<file path="config.mk">
export PLATFORM = sky130hd
export DESIGN_NAME = fpbs_top
export DESIGN_NICKNAME = d
export VERILOG_FILES = /design/src/fpbs_top.v
export VERILOG_INCLUDE_DIRS = /design/src /design/src/src
export SDC_FILE = /design/constraint.sdc
export NUM_CORES = 1
export LEC_CHECK = 0
export BUFFER_PORTS_ARGS = -buffer_cell sky130_fd_sc_hd__buf_2
export CAP_MARGIN = 20
export CORE_MARGIN = 1
export CORE_UTILIZATION = 59
export CTS_CLUSTER_DIAMETER = 200
export DETAILED_ROUTE_END_ITERATION = 8
export PLACE_DENSITY = 0.85
export SYNTH_ARGS = -nofsm -noshare
export SYNTH_HDL_FRONTEND = slang
export SYNTH_SLANG_ARGS = --single-unit
</file>
<file path="constraint.sdc">
create_clock -name clk_sys -period 9.9 [get_ports clk_sys]
set_input_delay 1.485 -clock clk_sys [delete_from_list [all_inputs] [get_ports clk_sys]]
set_output_delay 1.485 -clock clk_sys [all_outputs]
set_load 0.005 [all_outputs]
</file>
<file path="src/fpbs_defs.vh">
// Purpose: constants for the fan drive behaviour select block
// Assumes: AHB-Lite word registers, byte address = 4 * register index
// Notes: offsets remote1_range_freq and remote2_range_freq are not multiples of four, so they are indices
`ifndef FPBS_DEFS_VH
`define FPBS_DEFS_VH

// ----------------------------------------
// register indices (byte address = 4 * index)
// ----------------------------------------
`define FPBS_IDX_DUTY1 8'h30
`define FPBS_IDX_DUTY2 8'h31
`define FPBS_IDX_DUTY3 8'h32
`define FPBS_IDX_SUBST 8'h36
`define FPBS_IDX_CFG1 8'h40
`define FPBS_IDX_REM1_RF 8'h5f
`define FPBS_IDX_LOC_RF 8'h60
`define FPBS_IDX_REM2_RF 8'h61
`define FPBS_IDX_BHV1 8'h5c
`define FPBS_IDX_BHV2 8'h5d
`define FPBS_IDX_BHV3 8'h5e
`define FPBS_IDX_STATUS 8'h70

// ----------------------------------------
// fields and reset values
// ----------------------------------------
`define FPBS_BIT_ENCSET 3
`define FPBS_BIT_FLIP 4
`define FPBS_BHV_HI 7
`define FPBS_BHV_LO 5
`define FPBS_BIT_LOCK 1
`define FPBS_BIT_SUBST 4
`define FPBS_RF_RESET 8'hc4
`define FPBS_BHV_RESET 8'h62
`define FPBS_DUTY_RESET 8'hff
`define FPBS_DUTY_FULL 8'hff
`define FPBS_DUTY_ZERO 8'h00

// ----------------------------------------
// behaviour codes
// ----------------------------------------
`define FPBS_B_000 3'h0
`define FPBS_B_001 3'h1
`define FPBS_B_010 3'h2
`define FPBS_B_011 3'h3
`define FPBS_B_100 3'h4
`define FPBS_B_101 3'h5
`define FPBS_B_110 3'h6
`define FPBS_B_111 3'h7

`endif

</file>
<file path="src/fpbs_top.v">
// Purpose: behaviour select, duty pick and PWM output for three fan drive channels
// Assumes: AHB-Lite slave, single word transfers, zero wait states
// Notes: temperature-to-duty conversion is outside; duties arrive as 8-bit inputs
//
// How it works
// - polarity flip clear drives pin high during the active part of the period
// - polarity flip set inverts the pin, full duty gives a constant low
// - default set code 000 takes duty from first remote temperature
// - default set code 001 takes duty from local temperature
// - default set code 010 takes duty from second remote temperature
// - default set code 011 runs full speed, and it is the reset code
// - default set code 100 disables the channel drive
// - default set code 101 drives larger of local and second remote duty
// - default set code 110 drives highest of local and both remote duties
// - default set code 111 is manual, duty registers become writable
// - alternative set codes 000 to 011 pick platform thermal inputs 0 to 3
// - alternative set codes 100 and 110 run the channel at full duty
// - alternative set code 101 drives highest of four platform input duties
// - alternative set code 111 drives highest duty across every thermal zone
// - lock bit makes behaviour and range/frequency registers ignore writes
// - substitution bit forces channel 1 onto the alternative encoding set
// - three range/frequency registers reset to 0xc4
// - behaviour register bit 3 selects the alternative encoding set, reset 0
//
// Register access over AHB-Lite was left to the implementer.
`include "fpbs_defs.vh"
`timescale 1ns/1ns
`default_nettype none

module fpbs_top #(
   parameter PERIOD_STEPS = 255
) (
   input wire clk_sys,
   input wire resetn,
   input wire hsel,
   input wire [31:0] haddr,
   input wire [1:0] htrans,
   input wire hwrite,
   input wire [2:0] hsize,
   input wire [31:0] hwdata,
   input wire hready,
   output wire [31:0] hrdata,
   output wire hreadyout,
   output wire hresp,
   input wire [7:0] duty_remote1,
   input wire [7:0] duty_local,
   input wire [7:0] duty_remote2,
   input wire [7:0] platform_thermal_input_0,
   input wire [7:0] platform_thermal_input_1,
   input wire [7:0] platform_thermal_input_2,
   input wire [7:0] platform_thermal_input_3,
   output reg [2:0] fan_drive_channel
);

   // ----------------------------------------
   // helpers
   // ----------------------------------------
   function [7:0] max2;
      input [7:0] a;
      input [7:0] b;
      begin
         max2 = (a > b) ? a : b;
      end
   endfunction

   // picks the duty for one channel; bit 8 of the result marks disabled
   function [8:0] pick_duty;
      input second_set;
      input [2:0] code;
      input [7:0] man;
      input [7:0] r1;
      input [7:0] lc;
      input [7:0] r2;
      input [7:0] p0;
      input [7:0] p1;
      input [7:0] p2;
      input [7:0] p3;
      reg [7:0] pmax;
      begin
         pmax = max2(max2(p0, p1), max2(p2, p3));
         pick_duty = {1'b0, `FPBS_DUTY_FULL};
         if (second_set) begin
            case (code)
               `FPBS_B_000: pick_duty = {1'b0, p0};
               `FPBS_B_001: pick_duty = {1'b0, p1};
               `FPBS_B_010: pick_duty = {1'b0, p2};
               `FPBS_B_011: pick_duty = {1'b0, p3};
               `FPBS_B_101: pick_duty = {1'b0, pmax};
               `FPBS_B_111: pick_duty = {1'b0, max2(pmax, max2(r1, max2(lc, r2)))};
               default: pick_duty = {1'b0, `FPBS_DUTY_FULL};
            endcase
         end else begin
            case (code)
               `FPBS_B_000: pick_duty = {1'b0, r1};
               `FPBS_B_001: pick_duty = {1'b0, lc};
               `FPBS_B_010: pick_duty = {1'b0, r2};
               `FPBS_B_011: pick_duty = {1'b0, `FPBS_DUTY_FULL};
               `FPBS_B_100: pick_duty = {1'b1, `FPBS_DUTY_ZERO};
               `FPBS_B_101: pick_duty = {1'b0, max2(lc, r2)};
               `FPBS_B_110: pick_duty = {1'b0, max2(r1, max2(lc, r2))};
               default: pick_duty = {1'b0, man};
            endcase
         end
      end
   endfunction

   // channel 0..2 of an index inside a trio of registers that starts at base
   function [1:0] chan_of;
      input [7:0] idx;
      input [7:0] base;
      reg [7:0] diff;
      begin
         diff = idx - base;
         chan_of = diff[1:0];
      end
   endfunction

   // manual duty exists only in the default set, so a forced second set refuses it
   function is_manual;
      input second_set;
      input [2:0] code;
      begin
         is_manual = !second_set && (code == `FPBS_B_111);
      end
   endfunction

   // level of one pin; full scale is a constant active level, a disabled channel sits idle
   function pin_level;
      input off;
      input [7:0] duty;
      input [7:0] cnt;
      input flip;
      begin
         if (off) begin
            pin_level = flip;
         end else begin
            pin_level = ((duty == `FPBS_DUTY_FULL) || (cnt < duty)) ^ flip;
         end
      end
   endfunction

   // ----------------------------------------
   // registers
   // ----------------------------------------
   reg [7:0] bhv [0:2];
   reg [7:0] rng [0:2];
   reg [7:0] duty_man [0:2];
   reg [7:0] subst;
   reg [7:0] cfg1;
   reg [7:0] pwm_cnt;
   reg [7:0] duty_now [0:2];
   reg [2:0] disabled;

   reg dp_write;
   reg dp_read;
   reg [7:0] dp_idx;
   reg [31:0] rdata;
   wire [2:0] eff_set;

   wire lock = cfg1[`FPBS_BIT_LOCK];
   wire subst_on = subst[`FPBS_BIT_SUBST];
   wire take = hsel & hready & htrans[1];
   wire [7:0] a_idx = haddr[9:2];
   wire [7:0] wbyte = hwdata[7:0];

   assign hreadyout = 1'b1;
   assign hresp = 1'b0;
   assign hrdata = rdata;

   // ----------------------------------------
   // bus slave: address phase latched, write done in data phase
   // ----------------------------------------
   integer i;
   integer j;
   integer k;
   always @(posedge clk_sys) begin
      if (!resetn) begin
         dp_write <= 1'b0;
         dp_read <= 1'b0;
         dp_idx <= 8'h00;
      end else begin
         dp_write <= take & hwrite;
         dp_read <= take & ~hwrite;
         dp_idx <= a_idx;
      end
   end

   always @(posedge clk_sys) begin
      if (!resetn) begin
         for (i = 0; i < 3; i = i + 1) begin
            bhv[i] <= `FPBS_BHV_RESET;
            rng[i] <= `FPBS_RF_RESET;
            duty_man[i] <= `FPBS_DUTY_RESET;
         end
         subst <= 8'h00;
         cfg1 <= 8'h00;
      end else if (dp_write) begin
         case (dp_idx)
            `FPBS_IDX_BHV1, `FPBS_IDX_BHV2, `FPBS_IDX_BHV3: begin
               if (!lock) begin
                  bhv[chan_of(dp_idx, `FPBS_IDX_BHV1)] <= wbyte;
               end
            end
            `FPBS_IDX_REM1_RF, `FPBS_IDX_LOC_RF, `FPBS_IDX_REM2_RF: begin
               if (!lock) begin
                  rng[chan_of(dp_idx, `FPBS_IDX_REM1_RF)] <= wbyte;
               end
            end
            `FPBS_IDX_DUTY1, `FPBS_IDX_DUTY2, `FPBS_IDX_DUTY3: begin
               // writable only while that channel is in manual mode
               if (is_manual(eff_set[chan_of(dp_idx, `FPBS_IDX_DUTY1)],
                             bhv[chan_of(dp_idx, `FPBS_IDX_DUTY1)][`FPBS_BHV_HI:`FPBS_BHV_LO])) begin
                  duty_man[chan_of(dp_idx, `FPBS_IDX_DUTY1)] <= wbyte;
               end
            end
            `FPBS_IDX_SUBST: begin
               subst <= wbyte;
            end
            `FPBS_IDX_CFG1: begin
               // lock is sticky until reset
               cfg1 <= wbyte | (cfg1 & 8'h02);
            end
            default: begin
            end
         endcase
      end
   end

   // ----------------------------------------
   // effective encoding set per channel
   // ----------------------------------------
   assign eff_set[0] = bhv[0][`FPBS_BIT_ENCSET] | subst_on;
   assign eff_set[1] = bhv[1][`FPBS_BIT_ENCSET];
   assign eff_set[2] = bhv[2][`FPBS_BIT_ENCSET];

   // ----------------------------------------
   // read data
   // ----------------------------------------
   reg [7:0] rbyte;
   always @* begin
      rbyte = 8'h00;
      case (dp_idx)
         `FPBS_IDX_BHV1: rbyte = bhv[0];
         `FPBS_IDX_BHV2: rbyte = bhv[1];
         `FPBS_IDX_BHV3: rbyte = bhv[2];
         `FPBS_IDX_REM1_RF: rbyte = rng[0];
         `FPBS_IDX_LOC_RF: rbyte = rng[1];
         `FPBS_IDX_REM2_RF: rbyte = rng[2];
         `FPBS_IDX_DUTY1: rbyte = duty_now[0];
         `FPBS_IDX_DUTY2: rbyte = duty_now[1];
         `FPBS_IDX_DUTY3: rbyte = duty_now[2];
         `FPBS_IDX_SUBST: rbyte = subst;
         `FPBS_IDX_CFG1: rbyte = cfg1;
         `FPBS_IDX_STATUS: rbyte = {2'h0, eff_set, disabled};
         default: rbyte = 8'h00;
      endcase
   end

   // data phase is combinational from the latched index, zero wait
   always @* begin
      rdata = 32'h00000000;
      if (dp_read) begin
         rdata = {24'h000000, rbyte};
      end
   end

   // ----------------------------------------
   // duty selection and pwm
   // ----------------------------------------
   reg [8:0] sel [0:2];
   always @* begin
      for (j = 0; j < 3; j = j + 1) begin
         sel[j] = pick_duty(eff_set[j], bhv[j][`FPBS_BHV_HI:`FPBS_BHV_LO], duty_man[j],
                            duty_remote1, duty_local, duty_remote2,
                            platform_thermal_input_0, platform_thermal_input_1,
                            platform_thermal_input_2, platform_thermal_input_3);
      end
   end

   localparam [31:0] LAST_FULL = PERIOD_STEPS - 1;
   localparam [7:0] LAST_STEP = LAST_FULL[7:0];

   // the counter wraps at the period end so every duty below full scale repeats
   wire [7:0] next_cnt = (pwm_cnt == LAST_STEP) ? 8'h00 : pwm_cnt + 8'h01;

   always @(posedge clk_sys) begin
      if (!resetn) begin
         pwm_cnt <= 8'h00;
         disabled <= 3'h0;
         fan_drive_channel <= 3'h7;
         for (k = 0; k < 3; k = k + 1) begin
            duty_now[k] <= `FPBS_DUTY_FULL;
         end
      end else begin
         pwm_cnt <= next_cnt;
         for (k = 0; k < 3; k = k + 1) begin
            duty_now[k] <= sel[k][7:0];
            disabled[k] <= sel[k][8];
            fan_drive_channel[k] <= pin_level(sel[k][8], sel[k][7:0], pwm_cnt,
                                              bhv[k][`FPBS_BIT_FLIP]);
         end
      end
   end

endmodule

`default_nettype wire

</file>
== Yosys cells after proc, flatten, opt, wreduce, memory -nomap -nowiden ==
Memory sizes are Yosys's and may differ from the RTL's.
Cells that the tools add are included.

* Bits in latches: 0
* Bits in read-only memories: 0
* Bits in writable memories: 96
* Input port bits: 130
* Memories: 4
* Flip-flop bits (word level): 40
* Word-level logic and storage cells: 145

{| class="wikitable"
|+ Memory list
! name !! words !! width !! rd ports !! clocked after Yosys merged registers in !! wr ports !! RTL line !! RTL
|-
| bhv || 3 || 8 || 4 || 0 || 3 || fpbs_top.v:145 || <nowiki>reg [7:0] bhv [0:2];</nowiki>
|-
| duty_man || 3 || 8 || 3 || 0 || 3 || fpbs_top.v:147 || <nowiki>reg [7:0] duty_man [0:2];</nowiki>
|-
| duty_now || 3 || 8 || 3 || 0 || 3 || fpbs_top.v:151 || <nowiki>reg [7:0] duty_now [0:2];</nowiki>
|-
| rng || 3 || 8 || 3 || 0 || 3 || fpbs_top.v:146 || <nowiki>reg [7:0] rng [0:2];</nowiki>
|}

* Eq/ne operators: 38
* Multiplexer cells: 50
* Multiply operators: 0
* Bitwise gates (word level): 14
* Add/subtract/negate cells: 4
* $lt $le $gt $ge: 10
* Div/mod/pow operators: 0
* Reduce and logical (&&, ||, !) cells: 17
* Shifts and indexed selects: 0

{| class="wikitable"
|+ Operators with widths
! operator !! count
|-
| $pmux 9 s7 || 3
|-
| $pmux 8 s6 || 3
|-
| $mux 8 || 13
|-
| $pmux 8 s12 || 1
|-
| $eq 8x7->1 const B || 8
|-
| $gt 8x8->1 || 6
|-
| $eq 3x3->1 const B || 13
|-
| $eq 8x6->1 const B || 4
|-
| $eq 8x8->1 const B || 4
|-
| $mux 9 || 3
|-
| $lt 8x8->1 || 3
|-
| $reduce_or 8->1 || 3
|-
| $mux 1 || 23
|-
| $eq 3x2->1 const B || 6
|-
| $eq 3x1->1 const B || 3
|-
| $logic_not 3->1 || 3
|-
| $reduce_or 3->1 || 3
|-
| $add 8x1->8 const B || 1
|-
| $or 8x2->8 || 1
|-
| $mux 2 || 3
|-
| $and 1x1->1 || 4
|-
| $or 1x1->1 || 4
|-
| $reduce_and 2->1 || 2
|-
| $sub 2x1->2 const B || 2
|-
| other kinds (9) || 14
|}

== Longest topological paths before layout ==
Gate-level depths: netlist (run 1).
An unclocked memory read counts as a cell.

* Depth in word-level cells: 13
* Mapped depth: 40
* Gate-level depth less buffers: 38

== Worst setup path before layout (run 1) ==
No wires, ideal clock.

* Path type: input port to flip-flop
* Start: in duty_remote2[2]
* End: reg fan_drive_channel[2]
* Path buffers: 2
* Cell stages on the path: 37
* Library setup time: 123 ps
* Slack: 1051 ps
* Arrival time: 8726 ps
* Cell sequence: clkbuf_1 > inv_1 > ha_1 > o211ai_1 > a21boi_2 > o21ai_1 > mux2_2 > inv_1 > ha_1 > and3_4 > a221o_1 > a21oi_1 > a31oi_1 > a41oi_1 > nor3b_1 > buf_2 > mux2i_1 > ha_1 > a21oi_1 > nor2b_1 > o21ai_0 > nand2b_1 > a21oi_1 > inv_1 > a21o_1 > o31a_1 > or4_1 > a21oi_1 > o21ai_0 > ha_1 > a21o_1 > a21oi_1 > o221ai_1 > a31oi_1 > o21ai_0 > o41ai_2 > mux2_1

* Cells in the longest elaborated chain, start to end: 12
* Elaborated cells on any way between the ends: 14

{| class="wikitable"
|+ RTL lines
! what !! RTL line !! RTL
|-
| from (decl) || fpbs_top.v:47 || <nowiki>input wire [7:0] duty_remote2,</nowiki>
|-
| $gt 8x8->1 || fpbs_top.v:62 || <nowiki>max2 = (a > b) ? a : b;</nowiki>
|-
| $mux 8 || fpbs_top.v:62 ||
|-
| $gt 8x8->1 || fpbs_top.v:62 ||
|-
| $mux 8 || fpbs_top.v:62 ||
|-
| $gt 8x8->1 || fpbs_top.v:62 ||
|-
| $mux 8 || fpbs_top.v:62 ||
|-
| $pmux 8 s6 || fpbs_top.v:83 || <nowiki>case (code)</nowiki>
|-
| $mux 9 (*) || fpbs_top.v:82 || <nowiki>if (second_set) begin</nowiki>
|-
| $lt 8x8->1 or $eq 8x8->1 (tied branches) || n/a ||
|-
| $logic_or 1x1->1 (*) || fpbs_top.v:137 || <nowiki>pin_level = ((duty == `FPBS_DUTY_FULL) || (cnt < duty)) ^ flip;</nowiki>
|-
| $xor 1x1->1 (*) || fpbs_top.v:137 ||
|-
| $mux 1 (*) || fpbs_top.v:134 || <nowiki>if (off) begin</nowiki>
|-
| to (signal, indexed assignment) || fpbs_top.v:299 || <nowiki>fan_drive_channel[k] <= pin_level(sel[k][8], sel[k][7:0], pwm_cnt,</nowiki>
|-
| to (decl) || fpbs_top.v:52 || <nowiki>output reg [2:0] fan_drive_channel</nowiki>
|}

Every way passes the cells marked *; elsewhere a longest branch is shown, timed or not.
A chain may end at the register's enable or synchronous reset.

== Worst setup path in the final report (run 1) ==
* Start: in duty_remote2[7]
* End: reg fan_drive_channel[1]

The elaborated chain is that of the path after synthesis.

==> summary.md, run 1 <==
| Metric | Value |
|---|---|
| Run status | `finished, violations left` |
| Failing checks | `DRC` |
| EDFF count, synth | `74` |
| CTS resizes | `0` |
| Critical path origin | `duty_remote2[7]` |
| CTS tree | `done` |
| Full die area | `0.0191 mm^2` |
| I/O pin cnt | `167` |
| Detailed placement HPWL | `29.3 mm` |
| Mapped Cells | `1265` |
| GP Congestion | `1.02` |
| Asr flop ratio synth | `0%` |
| CP Max Fanout | `5` |
| Max Cap Viol | `0` |
| Skew-Pair Late Insertion Delay | `440 ps` |
| Synth area leaders | `edfxtp_1 (20%), dfxtp_1 (12%), ha_1 (7.0%)` |
| Num CTS Buffers | `17` |
| Max IR drop VDD | `0.133 mV` |
| Drt first pass iters | `8` |
| GR Util All Layers | `41.7%` |
| Ys flop type | `edfxtp_1` |
| First-pass GRT wire length | `60.1 mm` |
| Clock Tree Buf Depth | `2` |
| Vias in the first global route | `10100` |
| Setup total negative slack | `0 ps` |
| Fin crit period | `9390 ps` |
| CP Capture Type | `flip-flop` |
| Area Overhead vs Synth | `14.3%` |
| Proportion of layout cells with a drive suffix above 1 | `18.9%` |
| DP Worst Slack | `338 ps` |
| Unique cell type count in the Yosys netlist | `80` |
| Starting Density | `60.5%` |
| Setup ws final | `514 ps` |
| Final Max Tran Viols | `0` |
| Clock skew | `7.21 ps` |
| Worst EP required | `10180 ps` |
| Core ar. | `0.0181 mm^2` |
| Power Dens Cells | `149 mW/mm^2` |
| Worst-path clk slew | `60 ps` |
| Data arrival time of the worst path | `9670 ps` |
| Antenna violations before repair | `0` |
| Congestion Overflow GR | `0` |
| WL/cell | `24.7 um` |
| Via-per-instance ratio | `6.92` |
| Clock Sink Count | `138` |
| Reg2reg start | `bhv[1][6]$_SDFFCE_PN1P_` |
| Final setup vio count | `0` |
| CP dominant cell by count | `buf_4` |
| Worst Setup Path Type | `input pin to flip-flop` |
| Hold Fails Final Rpt | `0` |
| Final nets | `1572` |
| Slew @ Worst Pin | `1180 ps` |
| Diode count | `0` |
| Max Freq | `0.107 GHz` |
| Tcrit/Tclk final | `94.8%` |
| CP max stage cell | `a2111oi_1` |
| Total number of vias | `11200` |
| Die width | `138 um` |
| Port Buf Inserts | `88` |
| Ys Warns | `0` |
| Syn Area/Cell | `8.65 um^2` |
| Cell Rows | `49` |
| RSZ-0062 raised after global routing | `no` |
| Post-synth top area cell | `edfxtp_1` |
| CTS root buf | `clkbuf_16` |
| Startpoint types | `input pin` |
| Leak | `0.00512 uW` |
| # fillers | `1467` |
| Yosys top cell area share | `20.3%` |
| Hold crit path type | `flip-flop to flip-flop` |
| Crit-path max cell delay | `470 ps` |
| Die Ht | `138 um` |
| Htree depth | `4` |
| Slew margin rel. | `20.5%` |
| Most frequent cells in the layout | `nand2_1 (109), buf_2 (88), buf_4 (87)` |
| Synth Cell Area | `0.0109 mm^2` |
| Hold_sp | `subst[5]$_SDFFE_PN0P_` |
| Most common cell after layout, fill and taps aside | `nand2_1` |
| Yosys reg bits | `138` |
| Starting DRT DRC Count | `1543` |
| DRC | `22` |
| Post-route ant nets | `0` |
| Post-CTS Setup Repair Bufs | `0` |
| Largest net degree at the start of global routing | `68` |
| Seq/Total Area, Yosys | `32.0%` |
| Routed WL | `40.1 mm` |
| CTS Hold Bufs | `0` |
-- routing by layer --
| layer | track usage (%) | vias to the layer above | routed length, um |
|---|---|---|---|
| met5 | 0 | - | 0 |
| met4 | 20.9 | 0 | 2000 |
| met3 | 6.17 | 164 | 4420 |
| met2 | 65.8 | 876 | 18100 |
| met1 | 56.1 | 5275 | 15600 |
| li1 | - | 4914 | - |
-- cells in the mapped netlist (6+ instances only) --
library cell and count:
nand2_1 109, nor2_1 85, a21oi_1 84, edfxtp_1 74
dfxtp_1 64, inv_1 63, clkbuf_1 61, ha_1 61
o21ai_0 58, and2_1 49, mux2i_1 46, nand2b_1 43
nand3_1 37, buf_4 26, or3_1 23, o211ai_1 20
mux4_2 19, nor3_1 18, o221ai_1 18, a21boi_0 17
mux2_2 17, a221oi_1 16, a22o_1 16, nor2b_1 16
a31oi_1 15, buf_1 15, a211oi_1 14, a22oi_1 14
o22ai_1 14, and3_1 11, o31ai_1 11, a21o_1 10
o21ai_1 10, nand4_1 7, or4_1 6
-- metrics by stage --
| stage | power [uW] | util (%) | cells | instance area [um^2] | hold slack (ps) |
|---|---|---|---|---|---|
| final | 1870 | 69.2 | 1623 | 12500 | 464 |
| after floorplan | 973 | - | 1291 | 11000 | 443 |
| after CTS | 1840 | 69.1 | 1622 | 12500 | 466 |
| after detailed placement | 1240 | 66.0 | 1590 | 11900 | 457 |
| after global placement | 1230 | 66.0 | 1590 | 11900 | 452 |
| after global routing | 1930 | 69.2 | 1623 | 12500 | 482 |
-- cells by family after synthesis --
family	after synthesis	share of synthesized area (%)
simple gates	429	19.9
compound gates	375	23.5
buf+inv	168	6.69
flops	138	32.0
mux	84	10.1
fa+ha+maj	61	6.97
xor+xnor	8	0.709
other cells	2	0.0686
-- final timing paths --
kind | to | slack, ps | cells after the start
worst min register to register | subst[5]$_SDFFE_PN0P_ | 460 | 2
worst max-delay path | fan_drive_channel[1]$_SDFF_PN1_ | 510 | 42
worst max register to register | fan_drive_channel[1]$_SDFF_PN1_ | 5600 | 13
worst min-delay path | subst[5]$_SDFFE_PN0P_ | 460 | 2
-- sequential cells by signal (all words and copies together), names as in the netlist --
signal / flops
cfg1: 8
dp_idx: 8
dp_read: 1
disabled: 3
bhv: 26
rng: 24
pwm_cnt: 8
subst: 8
dp_write: 1
fan_drive_channel: 3
duty_now: 24
duty_man: 24
-- power by group --
group	total, uW	leakage [uW]	internal (uW)	switching (uW)
Combinational	622	0.00366	262	360
Clock	615	0.000267	350	265
Sequential	632	0.00118	617	14.9
-- area by class of cell --
| class | instances | area (um^2) | area share [%] |
|---|---|---|---|
| clock buffer | 17 | 425 | 3.40 |
| sequential | 138 | 3500 | 28.0 |
| timing repair buffer | 176 | 1100 | 8.78 |
| inverter | 63 | 236 | 1.89 |
| clock inverter | 15 | 141 | 1.13 |
| multi-input combinational | 985 | 6820 | 54.5 |
| tap | 229 | 287 | 2.29 |
-- worst max-delay path, delay by kind of cell --
| family | cells | cell delay, ps |
|---|---|---|
| mux | 3 | 870 |
| simple gates | 7 | 1200 |
| compound gates | 17 | 3440 |
| buf+inv | 11 | 1630 |
| fa+ha+maj | 4 | 1040 |
Note: power is estimated with default switching activity, not from simulation.
==> inputs of run 2 (changes only) <==
==> constraint.sdc (replaced) <==
create_clock -name clk_sys -period 9.9 [get_ports clk_sys]
set_input_delay 1.485 -clock clk_sys [delete_from_list [all_inputs] [get_ports clk_sys]]
set_output_delay 1.485 -clock clk_sys [all_outputs]
set_load 0.1 [all_outputs]
==> summary.md, run 2 (synthesis gave the netlist of run 1 again) <==
| Metric | Value |
|---|---|
| Met2 Usage GRT | `66.8% (was 65.8%)` |
| Hold WS | `477 ps (was 464 ps)` |
| CP dominant cell by count | `buf_4 (unchanged)` |
| Biggest register | `bhv (unchanged)` |
| Final Max Tran Viols | `0 (unchanged)` |
| CTS resizes | `0 (unchanged)` |
| Worst-path clk slew | `60 ps (about the same)` |
| Starting DRT DRC Count | `1475 (was 1543)` |
| Skew-Pair Late Insertion Delay | `430 ps (was 440 ps)` |
| Congestion Overflow GR | `0 (unchanged)` |
| GR Util All Layers | `41.5% (was 41.7%)` |
| Clock Tree Buf Depth | `2 (unchanged)` |
| Multi-input gate area | `0.00682 mm^2 (about the same)` |
| Largest net degree at the start of global routing | `68 (unchanged)` |
| CTS Hold Bufs | `0 (unchanged)` |
| Area Overhead vs Synth | `14.4% (was 14.3%)` |
| Core ar. | `0.0181 mm^2 (unchanged)` |
| RSZ-0062 raised after global routing | `no (unchanged)` |
| Met1 Use GR | `54.4% (was 56.1%)` |
| Proportion of layout cells with a drive suffix above 1 | `18.9% (unchanged)` |
| Routed WL | `40.0 mm (was 40.1 mm)` |
| WL/cell | `24.6 um (was 24.7 um)` |
| Clock Sink Count | `138 (unchanged)` |
| CP max stage cell | `a2111oi_0 (was a2111oi_1)` |
| Tcrit/Tclk final | `95.1% (was 94.8%)` |
| Crit-path max cell delay | `510 ps (was 470 ps)` |
| GP Congestion | `1.03 (was 1.02)` |
| Run status | `finished, violations left (unchanged)` |
| Power Dens Cells | `153 mW/mm^2 (was 149 mW/mm^2)` |
| Max Freq | `0.106 GHz (was 0.107 GHz)` |
| Starting Density | `60.5% (unchanged)` |
| I/O pin cnt | `167 (unchanged)` |
| Post-route ant nets | `0 (unchanged)` |
| Reg area | `0.00350 mm^2 (unchanged)` |
| Num CTS Buffers | `17 (unchanged)` |
| Port Buf Inserts | `88 (unchanged)` |
| Die Ht | `138 um (unchanged)` |
| Clock skew | `14.1 ps (was 7.21 ps)` |
| Full die area | `0.0191 mm^2 (unchanged)` |
| Slew margin rel. | `28.2% (was 20.5%)` |
| Data arrival time of the worst path | `9690 ps (was 9670 ps)` |
| Via-per-instance ratio | `6.83 (was 6.92)` |
| Leak | `0.00513 uW (was 0.00512 uW)` |
| CP Capture Type | `flip-flop (unchanged)` |
| Fin crit period | `9420 ps (was 9390 ps)` |
| First-pass GRT wire length | `60.1 mm (about the same)` |
| Met3 Track Usage GR | `6.20% (was 6.17%)` |
| CTS tree | `done (unchanged)` |
| # fillers | `1402 (was 1467)` |
| Worst Setup Path Type | `input pin to flip-flop (unchanged)` |
| Vias in the first global route | `10400 (was 10100)` |
| Worst EP required | `10170 ps (was 10180 ps)` |
| Hold Fails Final Rpt | `0 (unchanged)` |
| Final setup vio count | `0 (unchanged)` |
| Layer with the highest usage | `met2 (unchanged)` |
| Final nets | `1572 (unchanged)` |
| Slew @ Worst Pin | `1080 ps (was 1180 ps)` |
| CP Max Fanout | `5 (unchanged)` |
| Drt first pass iters | `9 (was 8)` |
| Htree depth | `4 (unchanged)` |
| CTS root buf | `clkbuf_16 (unchanged)` |
| Max IR drop VDD | `0.189 mV (was 0.133 mV)` |
| Most common cell after layout, fill and taps aside | `nand2_1 (unchanged)` |
| Total number of vias | `11100 (was 11200)` |
| DRC | `22 (unchanged)` |
| Most frequent cells in the layout | `nand2_1 (109), buf_2 (89), buf_4 (86) (was nand2_1 (109), buf_2 (88), buf_4 (87))` |
| Die width | `138 um (unchanged)` |
| Diode count | `0 (unchanged)` |
| Number of flip-flops in the largest register | `26 (unchanged)` |
| Detailed placement HPWL | `29.1 mm (was 29.3 mm)` |
| Antenna violations before repair | `0 (unchanged)` |
| Hold crit path type | `flip-flop to flip-flop (unchanged)` |
| Setup total negative slack | `0 ps (unchanged)` |
| Max Cap Viol | `0 (unchanged)` |
| Startpoint types | `input pin (unchanged)` |
| Post-CTS Setup Repair Bufs | `0 (unchanged)` |
| Cell Rows | `49 (unchanged)` |
| Failing checks | `DRC (unchanged)` |
[run 2: routing by layer]
metal / up-vias / share of wire, %
met1: 5176 / 38
li1: 4919 / -
met4: 0 / 5.1
met2: 833 / 46
met5: - / 0
met3: 159 / 11
[run 2: area by class of cell]
type                            count  share of cell area [%]
Clock buffer                       21                    3.77
Tap cell                          229                    2.29
Inverter                           63                    1.89
Multi-Input combinational cell    985                    54.4
Sequential cell                   138                    28.0
Clock inverter                     11                   0.879
Timing Repair Buffer              176                    8.77
[run 2: final timing paths]
path                            depth (start not counted)  slack (ps)                    start                              end
worst max-delay path                                   43         480          duty_remote2[1]  fan_drive_channel[1]$_SDFF_PN1_
worst min-delay path                                    2         480     cfg1[7]$_SDFFE_PN0P_             cfg1[7]$_SDFFE_PN0P_
worst max register to register                         14        5540  bhv[1][6]$_SDFFCE_PN1P_  fan_drive_channel[1]$_SDFF_PN1_
worst min register to register                          2         480     cfg1[7]$_SDFFE_PN0P_             cfg1[7]$_SDFFE_PN0P_
[run 2: power breakdown]
part,switching (uW),leakage (uW),internal [uW],total [uW]
logic,402,0.00366,261,664
registers,14.8,0.00118,617,632
clock network,252,0.000281,371,623
[run 2: critical path, delay by kind of cell]
family,cells,cell delay [ps]
muxes,3,880
adders and majority gates,4,1010
buffers and inverters,11,1630
and+or+nand+nor,7,1030
AOI/OAI and AO/OA,18,3630
[run 2: stage by stage]
step	total power [uW]	setup slack [ps]	cells	area (um^2)	util, %
after floorplan	1020	1050	1291	11000	-
after global placement	1270	497	1589	11900	66.0
after detailed placement	1280	385	1589	11900	66.0
after CTS	1900	690	1621	12500	69.2
after global routing	1980	109	1623	12500	69.2
final	1920	481	1623	12500	69.2
